### config.mk
export PLATFORM = sky130hd
export DESIGN_NAME = ftm_top
export DESIGN_NICKNAME = d
export VERILOG_FILES = /design/src/hdl/ftm_top.v
export VERILOG_INCLUDE_DIRS = /design/src /design/src/hdl
export SDC_FILE = /design/constraint.sdc
export NUM_CORES = 1
export LEC_CHECK = 0
export BUFFER_PORTS_ARGS = -buffer_cell sky130_fd_sc_hd__clkbuf_2
export CORE_AREA = 2 2 155 142
export CTS_CLUSTER_DIAMETER = 80
export CTS_CLUSTER_SIZE = 12
export DETAILED_ROUTE_END_ITERATION = 6
export DIE_AREA = 0 0 157 144
export GPL_ROUTABILITY_DRIVEN = 0
export GPL_TIMING_DRIVEN = 0
export HOLD_SLACK_MARGIN = 0.08
export PLACE_DENSITY = 0.66
export SLEW_MARGIN = 20
export SYNTH_ARGS = -nofsm -noshare
export SYNTH_HDL_FRONTEND = slang
export SYNTH_SLANG_ARGS = --single-unit
### constraint.sdc
create_clock -name i_clock -period 3.04 [get_ports i_clock]
set_input_delay 0.608 -clock i_clock [delete_from_list [all_inputs] [get_ports i_clock]]
set_output_delay 0.608 -clock i_clock [all_outputs]
set_load 0.005 [all_outputs]
### src/hdl/ftm_map.vh
// How it works
// - Period counted by gating an 11.25 kHz internal tick into an 8-bit counter.
// - Measurement restarts on each PWM rising edge when config_two bit 2 set.
// - Count from second to fourth tach rising edge, or until counter saturates.
// - Measurement repeats while monitoring and config_two bit 2 stay enabled, stops when either is cleared.
// - Each finished count is stored in tach_period_count at index 0x08.
// - fan_profile_one bits 7:6 divide count tick by 1, 2, 4 or 8.
// - Count equals oscillator frequency times 60 over RPM times N.
// - config_one bit 3 inverts PWM pin; set means high at full duty.
// - Fault pin is active-low open-drain, enabled by config_one bit 4, default on.
// - Fault pin asserts only after five consecutive tach failures.
// - Failure only when reading exceeds tach limit; without a PWM rising edge to restart it, a fan that stops after the second tach edge reads 0xFF.
// - Each failure sets irq_status_one bit 1; asserts interrupt only if config_one bit 1 set.
// - Reading irq_status_one releases the interrupt output.
// - After each failure PWM is held at full drive for the spin-up time, 2 s.
// - Measurement and interrupts continue after the fault pin asserts.
// - Fault pin released once the fan recovers; normal drive resumes.
// - part_code and maker_code are read-only fixed identification codes.
// - silicon_rev_therm bits 3:0 give revision, bit 7 is a writable enable.
// - config_one bit 0 enables monitoring; cleared at reset.
// - config_one bit 2 selects digital tach when 0, analog sense when 1.
// - Tach high limit at index 0x10 resets to 0xFF.
`ifndef FTM_MAP_VH
`define FTM_MAP_VH
`define FTM_IDX_CFG1 6'h00
`define FTM_IDX_CFG2 6'h01
`define FTM_IDX_STS1 6'h02
`define FTM_IDX_STS2 6'h03
`define FTM_IDX_TEST 6'h07
`define FTM_IDX_READ 6'h08
`define FTM_IDX_LIMIT 6'h10
`define FTM_IDX_PROF1 6'h20
`define FTM_IDX_DRIVE 6'h22
`define FTM_IDX_FILT 6'h23
`define FTM_IDX_LAUTO 6'h24
`define FTM_IDX_RAUTO 6'h25
`define FTM_IDX_PART 6'h3D
`define FTM_IDX_MAKER 6'h3E
`define FTM_IDX_REV 6'h3F
`define FTM_RST_CFG1 8'h90
`define FTM_RST_CFG2 8'h7F
`define FTM_RST_LIMIT 8'hFF
`define FTM_RST_PROF1 8'h5D
`define FTM_RST_DRIVE 8'h55
`define FTM_RST_FILT 8'h55
`define FTM_RST_LAUTO 8'h41
`define FTM_RST_RAUTO 8'h61
`define FTM_RST_REVEN 1'b0
`define FTM_CFG1_MON 0
`define FTM_CFG1_INTEN 1
`define FTM_CFG1_ANALOG 2
`define FTM_CFG1_INV 3
`define FTM_CFG1_FLTEN 4
`define FTM_CFG2_MEAS 2
`define FTM_STS1_FAN 1
`define FTM_REV_EN 7
`define FTM_PROF_RANGE_HI 7
`define FTM_PROF_RANGE_LO 6
`define FTM_CLK_HZ 10000000
`define FTM_OSC_HZ 11250
`define FTM_OSC_DIV (`FTM_CLK_HZ / `FTM_OSC_HZ)
`define FTM_SPINUP_MS 2000
`define FTM_SPINUP_CYC (`FTM_SPINUP_MS * (`FTM_CLK_HZ / 1000))
`define FTM_FAIL_LIMIT 3'd5
`define FTM_PWM_SLOTS 4'd15
`define FTM_PWM_STEP_CYC 10'd667
`define FTM_COUNT_MAX 8'hFF
`define FTM_TACH_START 3'd2
`define FTM_TACH_STOP 3'd4
`define FTM_RESP_OKAY 2'b00
`define FTM_RESP_SLVERR 2'b10
`endif

### src/hdl/ftm_top.v
`timescale 1ns/1ps
`default_nettype none
`include "ftm_map.vh"
module ftm_top #(
    parameter integer SPINUP_CYCLES = `FTM_SPINUP_CYC,
    parameter [7:0] PART_CODE = 8'hA5,
    parameter [7:0] MAKER_CODE = 8'h5A,
    parameter [3:0] REVISION = 4'h1
) (
    input wire i_clock,
    input wire i_rst_n,
    input wire i_s_axi_awvalid,
    output wire o_s_axi_awready,
    input wire [7:0] i_s_axi_awaddr,
    input wire i_s_axi_wvalid,
    output wire o_s_axi_wready,
    input wire [31:0] i_s_axi_wdata,
    input wire [3:0] i_s_axi_wstrb,
    output wire o_s_axi_bvalid,
    input wire i_s_axi_bready,
    output wire [1:0] o_s_axi_bresp,
    input wire i_s_axi_arvalid,
    output wire o_s_axi_arready,
    input wire [7:0] i_s_axi_araddr,
    output wire o_s_axi_rvalid,
    input wire i_s_axi_rready,
    output wire [31:0] o_s_axi_rdata,
    output wire [1:0] o_s_axi_rresp,
    input wire i_tach_sense_in,
    output wire o_pwm_out,
    output wire o_fan_fault_n_out,
    output wire o_fan_fault_n_oe,
    output wire o_int_n
);
    localparam [1:0] ST_IDLE = 2'd0;
    localparam [1:0] ST_ARM = 2'd1;
    localparam [1:0] ST_COUNT = 2'd2;
    localparam integer SPIN_LAST = SPINUP_CYCLES - 1;
    localparam integer OSC_LAST = `FTM_OSC_DIV - 1;
    localparam [9:0] STEP_LAST = `FTM_PWM_STEP_CYC - 10'd1;

    // Register file
    reg [7:0] cfg1_q, cfg2_q, limit_q, prof1_q, drive_q, filt_q, lauto_q, rauto_q;
    reg rev_en_q;
    reg [7:0] read_q;
    reg sts_fan_q;
    reg int_q;

    // AXI4-Lite slave
    reg awready_q, wready_q, bvalid_q, arready_q, rvalid_q;
    reg [1:0] bresp_q, rresp_q;
    reg [31:0] rdata_q;
    reg [5:0] aw_idx_q;
    reg [31:0] wdata_q;
    reg wstrb0_q;
    wire aw_hs = i_s_axi_awvalid & awready_q;
    wire w_hs = i_s_axi_wvalid & wready_q;
    wire wr_go = ~awready_q & ~wready_q & ~bvalid_q;
    wire ar_hs = i_s_axi_arvalid & arready_q;
    wire [5:0] ar_idx = i_s_axi_araddr[7:2];
    wire rd_sts1 = ar_hs & (ar_idx == `FTM_IDX_STS1);
    wire wr_en = wr_go & wstrb0_q;
    wire [7:0] wb = wdata_q[7:0];

    reg wr_hit;
    always @* begin
        wr_hit = 1'b1;
        if (aw_idx_q == `FTM_IDX_CFG1) begin
            wr_hit = 1'b1;
        end else if (aw_idx_q == `FTM_IDX_CFG2) begin
            wr_hit = 1'b1;
        end else if (aw_idx_q == `FTM_IDX_LIMIT) begin
            wr_hit = 1'b1;
        end else if (aw_idx_q == `FTM_IDX_PROF1) begin
            wr_hit = 1'b1;
        end else if (aw_idx_q == `FTM_IDX_DRIVE) begin
            wr_hit = 1'b1;
        end else if (aw_idx_q == `FTM_IDX_FILT) begin
            wr_hit = 1'b1;
        end else if (aw_idx_q == `FTM_IDX_LAUTO) begin
            wr_hit = 1'b1;
        end else if (aw_idx_q == `FTM_IDX_RAUTO) begin
            wr_hit = 1'b1;
        end else if (aw_idx_q == `FTM_IDX_REV) begin
            wr_hit = 1'b1;
        end else begin
            wr_hit = 1'b0;
        end
    end

    reg [7:0] rd_val;
    reg rd_hit;
    always @* begin
        rd_val = 8'h00;
        rd_hit = 1'b1;
        if (ar_idx == `FTM_IDX_CFG1) begin
            rd_val = cfg1_q;
        end else if (ar_idx == `FTM_IDX_CFG2) begin
            rd_val = cfg2_q;
        end else if (ar_idx == `FTM_IDX_STS1) begin
            rd_val = {6'h00, sts_fan_q, 1'b0};
        end else if (ar_idx == `FTM_IDX_STS2) begin
            rd_val = 8'h00;
        end else if (ar_idx == `FTM_IDX_TEST) begin
            rd_val = 8'h00;
        end else if (ar_idx == `FTM_IDX_READ) begin
            rd_val = read_q;
        end else if (ar_idx == `FTM_IDX_LIMIT) begin
            rd_val = limit_q;
        end else if (ar_idx == `FTM_IDX_PROF1) begin
            rd_val = prof1_q;
        end else if (ar_idx == `FTM_IDX_DRIVE) begin
            rd_val = drive_q;
        end else if (ar_idx == `FTM_IDX_FILT) begin
            rd_val = filt_q;
        end else if (ar_idx == `FTM_IDX_LAUTO) begin
            rd_val = lauto_q;
        end else if (ar_idx == `FTM_IDX_RAUTO) begin
            rd_val = rauto_q;
        end else if (ar_idx == `FTM_IDX_PART) begin
            rd_val = PART_CODE;
        end else if (ar_idx == `FTM_IDX_MAKER) begin
            rd_val = MAKER_CODE;
        end else if (ar_idx == `FTM_IDX_REV) begin
            rd_val = {rev_en_q, 3'b000, REVISION};
        end else begin
            rd_hit = 1'b0;
        end
    end

    always @(posedge i_clock or negedge i_rst_n) begin
        if (!i_rst_n) begin
            awready_q <= 1'b1;
            wready_q <= 1'b1;
            bvalid_q <= 1'b0;
            bresp_q <= `FTM_RESP_OKAY;
            aw_idx_q <= 6'h00;
            wdata_q <= 32'h00000000;
            wstrb0_q <= 1'b0;
            arready_q <= 1'b1;
            rvalid_q <= 1'b0;
            rresp_q <= `FTM_RESP_OKAY;
            rdata_q <= 32'h00000000;
        end else begin
            if (aw_hs) begin
                awready_q <= 1'b0;
                aw_idx_q <= i_s_axi_awaddr[7:2];
            end
            if (w_hs) begin
                wready_q <= 1'b0;
                wdata_q <= i_s_axi_wdata;
                wstrb0_q <= i_s_axi_wstrb[0];
            end
            if (wr_go) begin
                bvalid_q <= 1'b1;
                bresp_q <= wr_hit ? `FTM_RESP_OKAY : `FTM_RESP_SLVERR;
            end else if (bvalid_q & i_s_axi_bready) begin
                bvalid_q <= 1'b0;
                awready_q <= 1'b1;
                wready_q <= 1'b1;
            end
            if (ar_hs) begin
                arready_q <= 1'b0;
                rvalid_q <= 1'b1;
                rdata_q <= {24'h000000, rd_val};
                rresp_q <= rd_hit ? `FTM_RESP_OKAY : `FTM_RESP_SLVERR;
            end else if (rvalid_q & i_s_axi_rready) begin
                rvalid_q <= 1'b0;
                arready_q <= 1'b1;
            end
        end
    end

    always @(posedge i_clock or negedge i_rst_n) begin
        if (!i_rst_n) begin
            cfg1_q <= `FTM_RST_CFG1;
            cfg2_q <= `FTM_RST_CFG2;
            limit_q <= `FTM_RST_LIMIT;
            prof1_q <= `FTM_RST_PROF1;
            drive_q <= `FTM_RST_DRIVE;
            filt_q <= `FTM_RST_FILT;
            lauto_q <= `FTM_RST_LAUTO;
            rauto_q <= `FTM_RST_RAUTO;
            rev_en_q <= `FTM_RST_REVEN;
        end else if (wr_en) begin
            if (aw_idx_q == `FTM_IDX_CFG1) begin
                cfg1_q <= wb;
            end else if (aw_idx_q == `FTM_IDX_CFG2) begin
                cfg2_q <= wb;
            end else if (aw_idx_q == `FTM_IDX_LIMIT) begin
                limit_q <= wb;
            end else if (aw_idx_q == `FTM_IDX_PROF1) begin
                prof1_q <= wb;
            end else if (aw_idx_q == `FTM_IDX_DRIVE) begin
                drive_q <= wb;
            end else if (aw_idx_q == `FTM_IDX_FILT) begin
                filt_q <= wb;
            end else if (aw_idx_q == `FTM_IDX_LAUTO) begin
                lauto_q <= wb;
            end else if (aw_idx_q == `FTM_IDX_RAUTO) begin
                rauto_q <= wb;
            end else if (aw_idx_q == `FTM_IDX_REV) begin
                rev_en_q <= wb[`FTM_REV_EN];
            end
        end
    end

    // Tach input synchroniser; stage one feeds only stage two
    reg tach_s1_q, tach_s2_q, tach_prev_q;
    always @(posedge i_clock or negedge i_rst_n) begin
        if (!i_rst_n) begin
            tach_s1_q <= 1'b1;
            tach_s2_q <= 1'b1;
            tach_prev_q <= 1'b1;
        end else begin
            tach_s1_q <= i_tach_sense_in;
            tach_s2_q <= tach_s1_q;
            tach_prev_q <= tach_s2_q;
        end
    end
    // Analog sense mode expects the conditioned pulses on the same pin
    wire tach_rise = tach_s2_q & ~tach_prev_q;

    // Count tick: 11.25 kHz base divided by the speed range
    reg [9:0] osc_cnt_q;
    reg [2:0] pre_q;
    wire osc_tick = ({22'h000000, osc_cnt_q} == OSC_LAST);
    wire [1:0] range = prof1_q[`FTM_PROF_RANGE_HI:`FTM_PROF_RANGE_LO];
    reg range_hit;
    always @* begin
        case (range)
            2'b00: range_hit = 1'b1;
            2'b01: range_hit = (pre_q[0] == 1'b0);
            2'b10: range_hit = (pre_q[1:0] == 2'b00);
            default: range_hit = (pre_q == 3'b000);
        endcase
    end
    wire cnt_tick = osc_tick & range_hit;
    always @(posedge i_clock or negedge i_rst_n) begin
        if (!i_rst_n) begin
            osc_cnt_q <= 10'h000;
            pre_q <= 3'b000;
        end else if (osc_tick) begin
            osc_cnt_q <= 10'h000;
            pre_q <= pre_q + 3'b001;
        end else begin
            osc_cnt_q <= osc_cnt_q + 10'h001;
        end
    end

    // PWM generator: 15 slots, duty nibble gives high slots
    reg [9:0] step_q;
    reg [3:0] slot_q;
    reg [24:0] spin_q;
    reg spin_on_q;
    reg drive_prev_q;
    reg pwm_q;
    wire pwm_raw = (slot_q < drive_q[3:0]);
    wire drive_lvl = spin_on_q | pwm_raw;
    wire pwm_rise = drive_lvl & ~drive_prev_q;
    always @(posedge i_clock or negedge i_rst_n) begin
        if (!i_rst_n) begin
            step_q <= 10'h000;
            slot_q <= 4'h0;
            drive_prev_q <= 1'b0;
            pwm_q <= 1'b0;
        end else begin
            drive_prev_q <= drive_lvl;
            // Pin is low at full drive unless the inversion bit is set
            pwm_q <= ~(drive_lvl ^ cfg1_q[`FTM_CFG1_INV]);
            if (step_q == STEP_LAST) begin
                step_q <= 10'h000;
                slot_q <= (slot_q == `FTM_PWM_SLOTS - 4'd1) ? 4'h0 : slot_q + 4'h1;
            end else begin
                step_q <= step_q + 10'h001;
            end
        end
    end

    // Measurement sequencer
    reg [1:0] state_q;
    reg [2:0] pulses_q;
    reg [7:0] count_q;
    reg [2:0] fails_q;
    reg fault_oe_q;
    reg done;
    reg [7:0] done_val;
    wire meas_on = cfg1_q[`FTM_CFG1_MON] & cfg2_q[`FTM_CFG2_MEAS];
    wire fail = done & (done_val > limit_q);
    always @(posedge i_clock or negedge i_rst_n) begin
        if (!i_rst_n) begin
            state_q <= ST_IDLE;
            pulses_q <= 3'd0;
            count_q <= 8'h00;
        end else if (!meas_on) begin
            state_q <= ST_IDLE;
        end else if (pwm_rise) begin
            state_q <= ST_ARM;
            pulses_q <= 3'd0;
            count_q <= 8'h00;
        end else begin
            case (state_q)
                ST_ARM: begin
                    if (tach_rise) begin
                        pulses_q <= pulses_q + 3'd1;
                        if (pulses_q + 3'd1 == `FTM_TACH_START) begin
                            state_q <= ST_COUNT;
                        end
                    end
                end
                ST_COUNT: begin
                    if (tach_rise) begin
                        pulses_q <= pulses_q + 3'd1;
                    end
                    if (cnt_tick && count_q != `FTM_COUNT_MAX) begin
                        count_q <= count_q + 8'h01;
                    end
                    if (done) begin
                        state_q <= ST_ARM;
                        pulses_q <= 3'd0;
                        count_q <= 8'h00;
                    end
                end
                default: begin
                    state_q <= ST_ARM;
                    pulses_q <= 3'd0;
                    count_q <= 8'h00;
                end
            endcase
        end
    end

    always @* begin
        done = 1'b0;
        done_val = count_q;
        if (meas_on && !pwm_rise && state_q == ST_COUNT) begin
            if (tach_rise && pulses_q + 3'd1 == `FTM_TACH_STOP) begin
                done = 1'b1;
            end else if (cnt_tick && count_q == `FTM_COUNT_MAX - 8'h01) begin
                done = 1'b1;
                done_val = `FTM_COUNT_MAX;
            end
        end
    end

    always @(posedge i_clock or negedge i_rst_n) begin
        if (!i_rst_n) begin
            read_q <= 8'h00;
            sts_fan_q <= 1'b0;
            int_q <= 1'b0;
            fails_q <= 3'd0;
            fault_oe_q <= 1'b0;
            spin_on_q <= 1'b0;
            spin_q <= 25'd0;
        end else begin
            if (done) begin
                read_q <= done_val;
            end
            // A failure in the same cycle as the status read wins
            if (fail) begin
                sts_fan_q <= 1'b1;
                int_q <= cfg1_q[`FTM_CFG1_INTEN];
            end else if (rd_sts1) begin
                sts_fan_q <= 1'b0;
                int_q <= 1'b0;
            end
            if (fail) begin
                if (fails_q != `FTM_FAIL_LIMIT) begin
                    fails_q <= fails_q + 3'd1;
                end
            end else if (done) begin
                fails_q <= 3'd0;
            end
            fault_oe_q <= cfg1_q[`FTM_CFG1_FLTEN] & (fails_q == `FTM_FAIL_LIMIT);
            if (fail) begin
                spin_on_q <= 1'b1;
                spin_q <= 25'd0;
            end else if (spin_on_q) begin
                if ({7'h00, spin_q} == SPIN_LAST) begin
                    spin_on_q <= 1'b0;
                end else begin
                    spin_q <= spin_q + 25'd1;
                end
            end
        end
    end

    assign o_s_axi_awready = awready_q;
    assign o_s_axi_wready = wready_q;
    assign o_s_axi_bvalid = bvalid_q;
    assign o_s_axi_bresp = bresp_q;
    assign o_s_axi_arready = arready_q;
    assign o_s_axi_rvalid = rvalid_q;
    assign o_s_axi_rdata = rdata_q;
    assign o_s_axi_rresp = rresp_q;
    assign o_pwm_out = pwm_q;
    assign o_fan_fault_n_out = 1'b0;
    assign o_fan_fault_n_oe = fault_oe_q;
    assign o_int_n = ~int_q;
endmodule
`default_nettype wire

==> flow_summary.json <==
{
  "outcome": "finished, violations left",
  "violations": "negative setup slack",
  "worst_slew_pin_slew_ns": 0.9663,
  "fin_setup_tns_ns": -0.06013,
  "cts_tree": "yes",
  "firstDrtPassIters": 5,
  "cts_buffer_depth": 2,
  "diodes": 0,
  "numPortBuffers": 45,
  "synth_area_leaders": "dfrtp_1, dfstp_2, mux2_2, ha_1, nor2_1",
  "overflow": 0,
  "rsz0062_at_grt": "yes",
  "synth_top_area_share_pct": 37.43,
  "grt_pass1_wl_um": 34760,
  "numCtsBuffers": 17,
  "synth_ff_type": "dfrtp_1",
  "cap_viol_max_count": 0,
  "clkTransAtPathRegs_ns": 0.07,
  "rows": 51,
  "drc": 0,
  "hpwl_um": 14980,
  "wl_um": 21110,
  "dieArea_um2": 22610,
  "fin_crit_ns": 3.085,
  "cp.arrival_ns": 3.40,
  "grt_antenna_before_repair": 0,
  "syn_inst": 891,
  "critPathTopFamily": "compound AO/OA/AOI/OAI gates",
  "yosysWarningCount": 0,
  "cts.sinks": 180,
  "design_area_um2": 10890,
  "synth.largest_area_cell": "dfrtp_1",
  "crit_path_end_kind": "flop",
  "area_delta_synth_final_pct": 17.19,
  "synth_edf_count": 0,
  "synth-seq-cells": 180,
  "fp.dieH_um": 144,
  "syn_avg_cell_area_um2": 10.43,
  "maxSlewHeadroom_pct": 34.90,
  "dr_total_vias": 6958,
  "holdWs_ns": 0.1277,
  "reg2reg_depth": 14,
  "core-area_um2": 21120,
  "drt_first_iter_violations": 332,
  "hold_path.class": "in2async",
  "final_antenna_net_count": 0,
  "root_buffer": "clkbuf_16",
  "initial_core_util_pct": 44.00,
  "seq_area_frac_synth_pct": 49.02,
  "crit_buf_inv": 1,
  "clk_latency_ns": 0.44,
  "hold_viol": 0,
  "reg2reg_slack_ns": -0.05,
  "r2r_end": "int_q",
  "fin_crit_sh_pct": 101.5,
  "htreeDepth": 4,
  "ios": 105,
  "crit_chain": "inv_2 > ha_4 > nor3_2 > or3_4 > o21a_4 > nor2_4 > a31o_4 > ha_4 > nor2b_4 > o211ai_1 > a21oi_2 > o22a_1 > and2_4 > mux2_4",
  "viasPerCell": 5.377,
  "required_ns": 3.36,
  "wl_per_cell_um": 16.32,
  "leakagePower_nw": 4.835,
  "layout-drive-gt1-share_pct": 27.92,
  "setup-violations-final": 2,
  "power_mw": 7.751,
  "setup_slack_ns": -0.04544,
  "max_freq_mhz": 324.1,
  "dpl-instance-area_um2": 10080,
  "syn-cell-area_um2": 9293,
  "cp_slowest_cell": "dfstp_2",
  "die_w_um": 157,
  "grt_pass1_vias": 6824,
  "ys_types": 68,
  "placed_cells": 1255,
  "powerDensity_nw_per_um2": 711.7,
  "fin_nets": 1077,
  "instances_no_fill": 1294,
  "grt_max_degree": 64,
  "rr_startpoint": "drive_q[2]",
  "crit_fanout": 5,
  "worst_ir_drop_vdd_mv": 0.3904,
  "cpMostUsedCell": "ha_4",
  "async_reset_ff_share_pct": 100.0,
  "grt.total_usage_pct": 19.62,
  "clock_skew_ns": 0.01250,
  "max_stage_delay_ns": 0.53,
  "critPathLaunchType": "flop",
  "path_class": "reg2reg",
  "slew_violations": 0
}
layout by cell type, fill, tap and decap left out, drive strengths merged, types with 4 or more instances in the layout:
cell type and n:
and2 10, inv 40, a31oi 10, nor4b 6, buf 44, o22ai 12, nand2b 8, clkbuf 93
nor4 10, nor2 73, conb 27, a21o 8, nand3 32, xnor2 23, nand4 16, or3 6
a211oi 6, o221ai 6, dfstp 41, a221oi 6, o21ai 46, ha 26, a21oi 31, and3 16
o211ai 4, nor2b 6, nor3 16, dfrtp 139, mux2i 11, nand2 71, clkinv 4, xor2 21
mux2 81, o31ai 7
Yosys cell counts, types with 7 or more instances:
cell	n
xnor2_1	23
buf_4	30
ha_1	26
clkbuf_1	29
nor2_1	73
nand3_1	32
a21o_1	8
inv_1	36
nor3_1	15
o22ai_1	12
dfrtp_1	139
mux2_2	76
dfstp_2	41
nand2b_1	8
o31ai_1	7
nor4_1	8
o21ai_0	46
a31oi_1	10
nand4_1	16
mux2i_1	11
a21oi_1	31
and2_1	10
xor2_1	21
nand2_1	71
and3_1	16
logic make-up (layout without fill, tap and decap cells):
kind of cell               Yosys count  after routing  synth area share [%]
muxes                               92             92                 11.16
and+or+nand+nor                    288            288                 15.67
adders and majority gates           26             26                 3.501
buffers and inverters              100            186                 5.359
DFF                                180            180                 49.02
AOI/OAI and AO/OA                  160            160                 11.09
other                                1             27               0.04035
xor gates and xnor gates            44             44                 4.147
registers in the layout, indices dropped and copies added, names as in the netlist, 2 cells and up:
name	flops
rauto_q	8
spin_q	25
state_q	2
prof1_q	8
osc_cnt_q	10
lauto_q	8
step_q	10
pulses_q	3
read_q	8
aw_idx_q	6
pre_q	3
filt_q	8
limit_q	8
cfg2_q	8
drive_q	8
fails_q	3
count_q	8
cfg1_q	8
wdata_q	8
slot_q	4
o_s_axi_rdata	8
cell type report:
| class | count | area [um2] |
|---|---|---|
| well taps | 291 | 364.1 |
| plain buffers | 63 | 357.8 |
| repair buffers | 56 | 356.6 |
| clock buffers | 18 | 429.2 |
| clock inverters | 13 | 151.4 |
| fillers | 1891 | 10230 |
| multi-input cells | 637 | 4538 |
| flip-flops and latches | 180 | 4558 |
| inverters | 36 | 135.1 |
worst max path at each step:
stage	from	to	cells after the start	slack [ns]
finish	drive_q[2]	int_q	14	-0.05
global route	drive_q[2]	int_q	14	-0.15
CTS	drive_q[2]	int_q	15	-0.21
detailed placement	drive_q[2]	int_q	15	-0.38
global placement	i_rst_n	osc_cnt_q[7]	1	-2.01
floorplan	drive_q[2]	int_q	15	-0.1
per-layer routing:
layer | up-vias | GRT usage [%] | wire length, um
li1 | 3331 | - | -
met1 | 3450 | 27.83 | 10240
met2 | 149 | 30.29 | 9651
met3 | 28 | 3.057 | 811
met4 | 0 | 7.677 | 416
met5 | - | 0 | 0
per-stage QoR:
step,setup slack [ns],util (%)
2_1_floorplan,-0.09802,-
3_3_place_gp,-2.009,47.32
3_5_place_dp,-0.3792,47.72
4_1_cts,-0.2130,51.18
5_1_grt,-0.1476,51.56
6_report,-0.04544,51.56
worst register-to-register path, delay by kind of cell, from the launching register on:
family                     cells  cell delay (ns)
muxes                          1             0.30
AOI/OAI and AO/OA              5             0.86
and+or+nand+nor                5             0.78
DFF                            1             0.53
adders and majority gates      2             0.45
buffers and inverters          1             0.05
report_power, final:
part           switching (mW)  total [mW]  internal (mW)
registers               0.477        3.58           3.10
clock network           0.963        2.18           1.22
logic                    1.00        1.99          0.985
what timing repair did:
action | 4_1_cts | 5_1_grt
setup endpoints to repair | 29 | 32
gates resized for setup | 17 | 23
hold buffers | 0 | 0
pin swaps | 12 | 13
setup buffers | 8 | 2
Note: power is estimated with default switching activity, not from simulation.
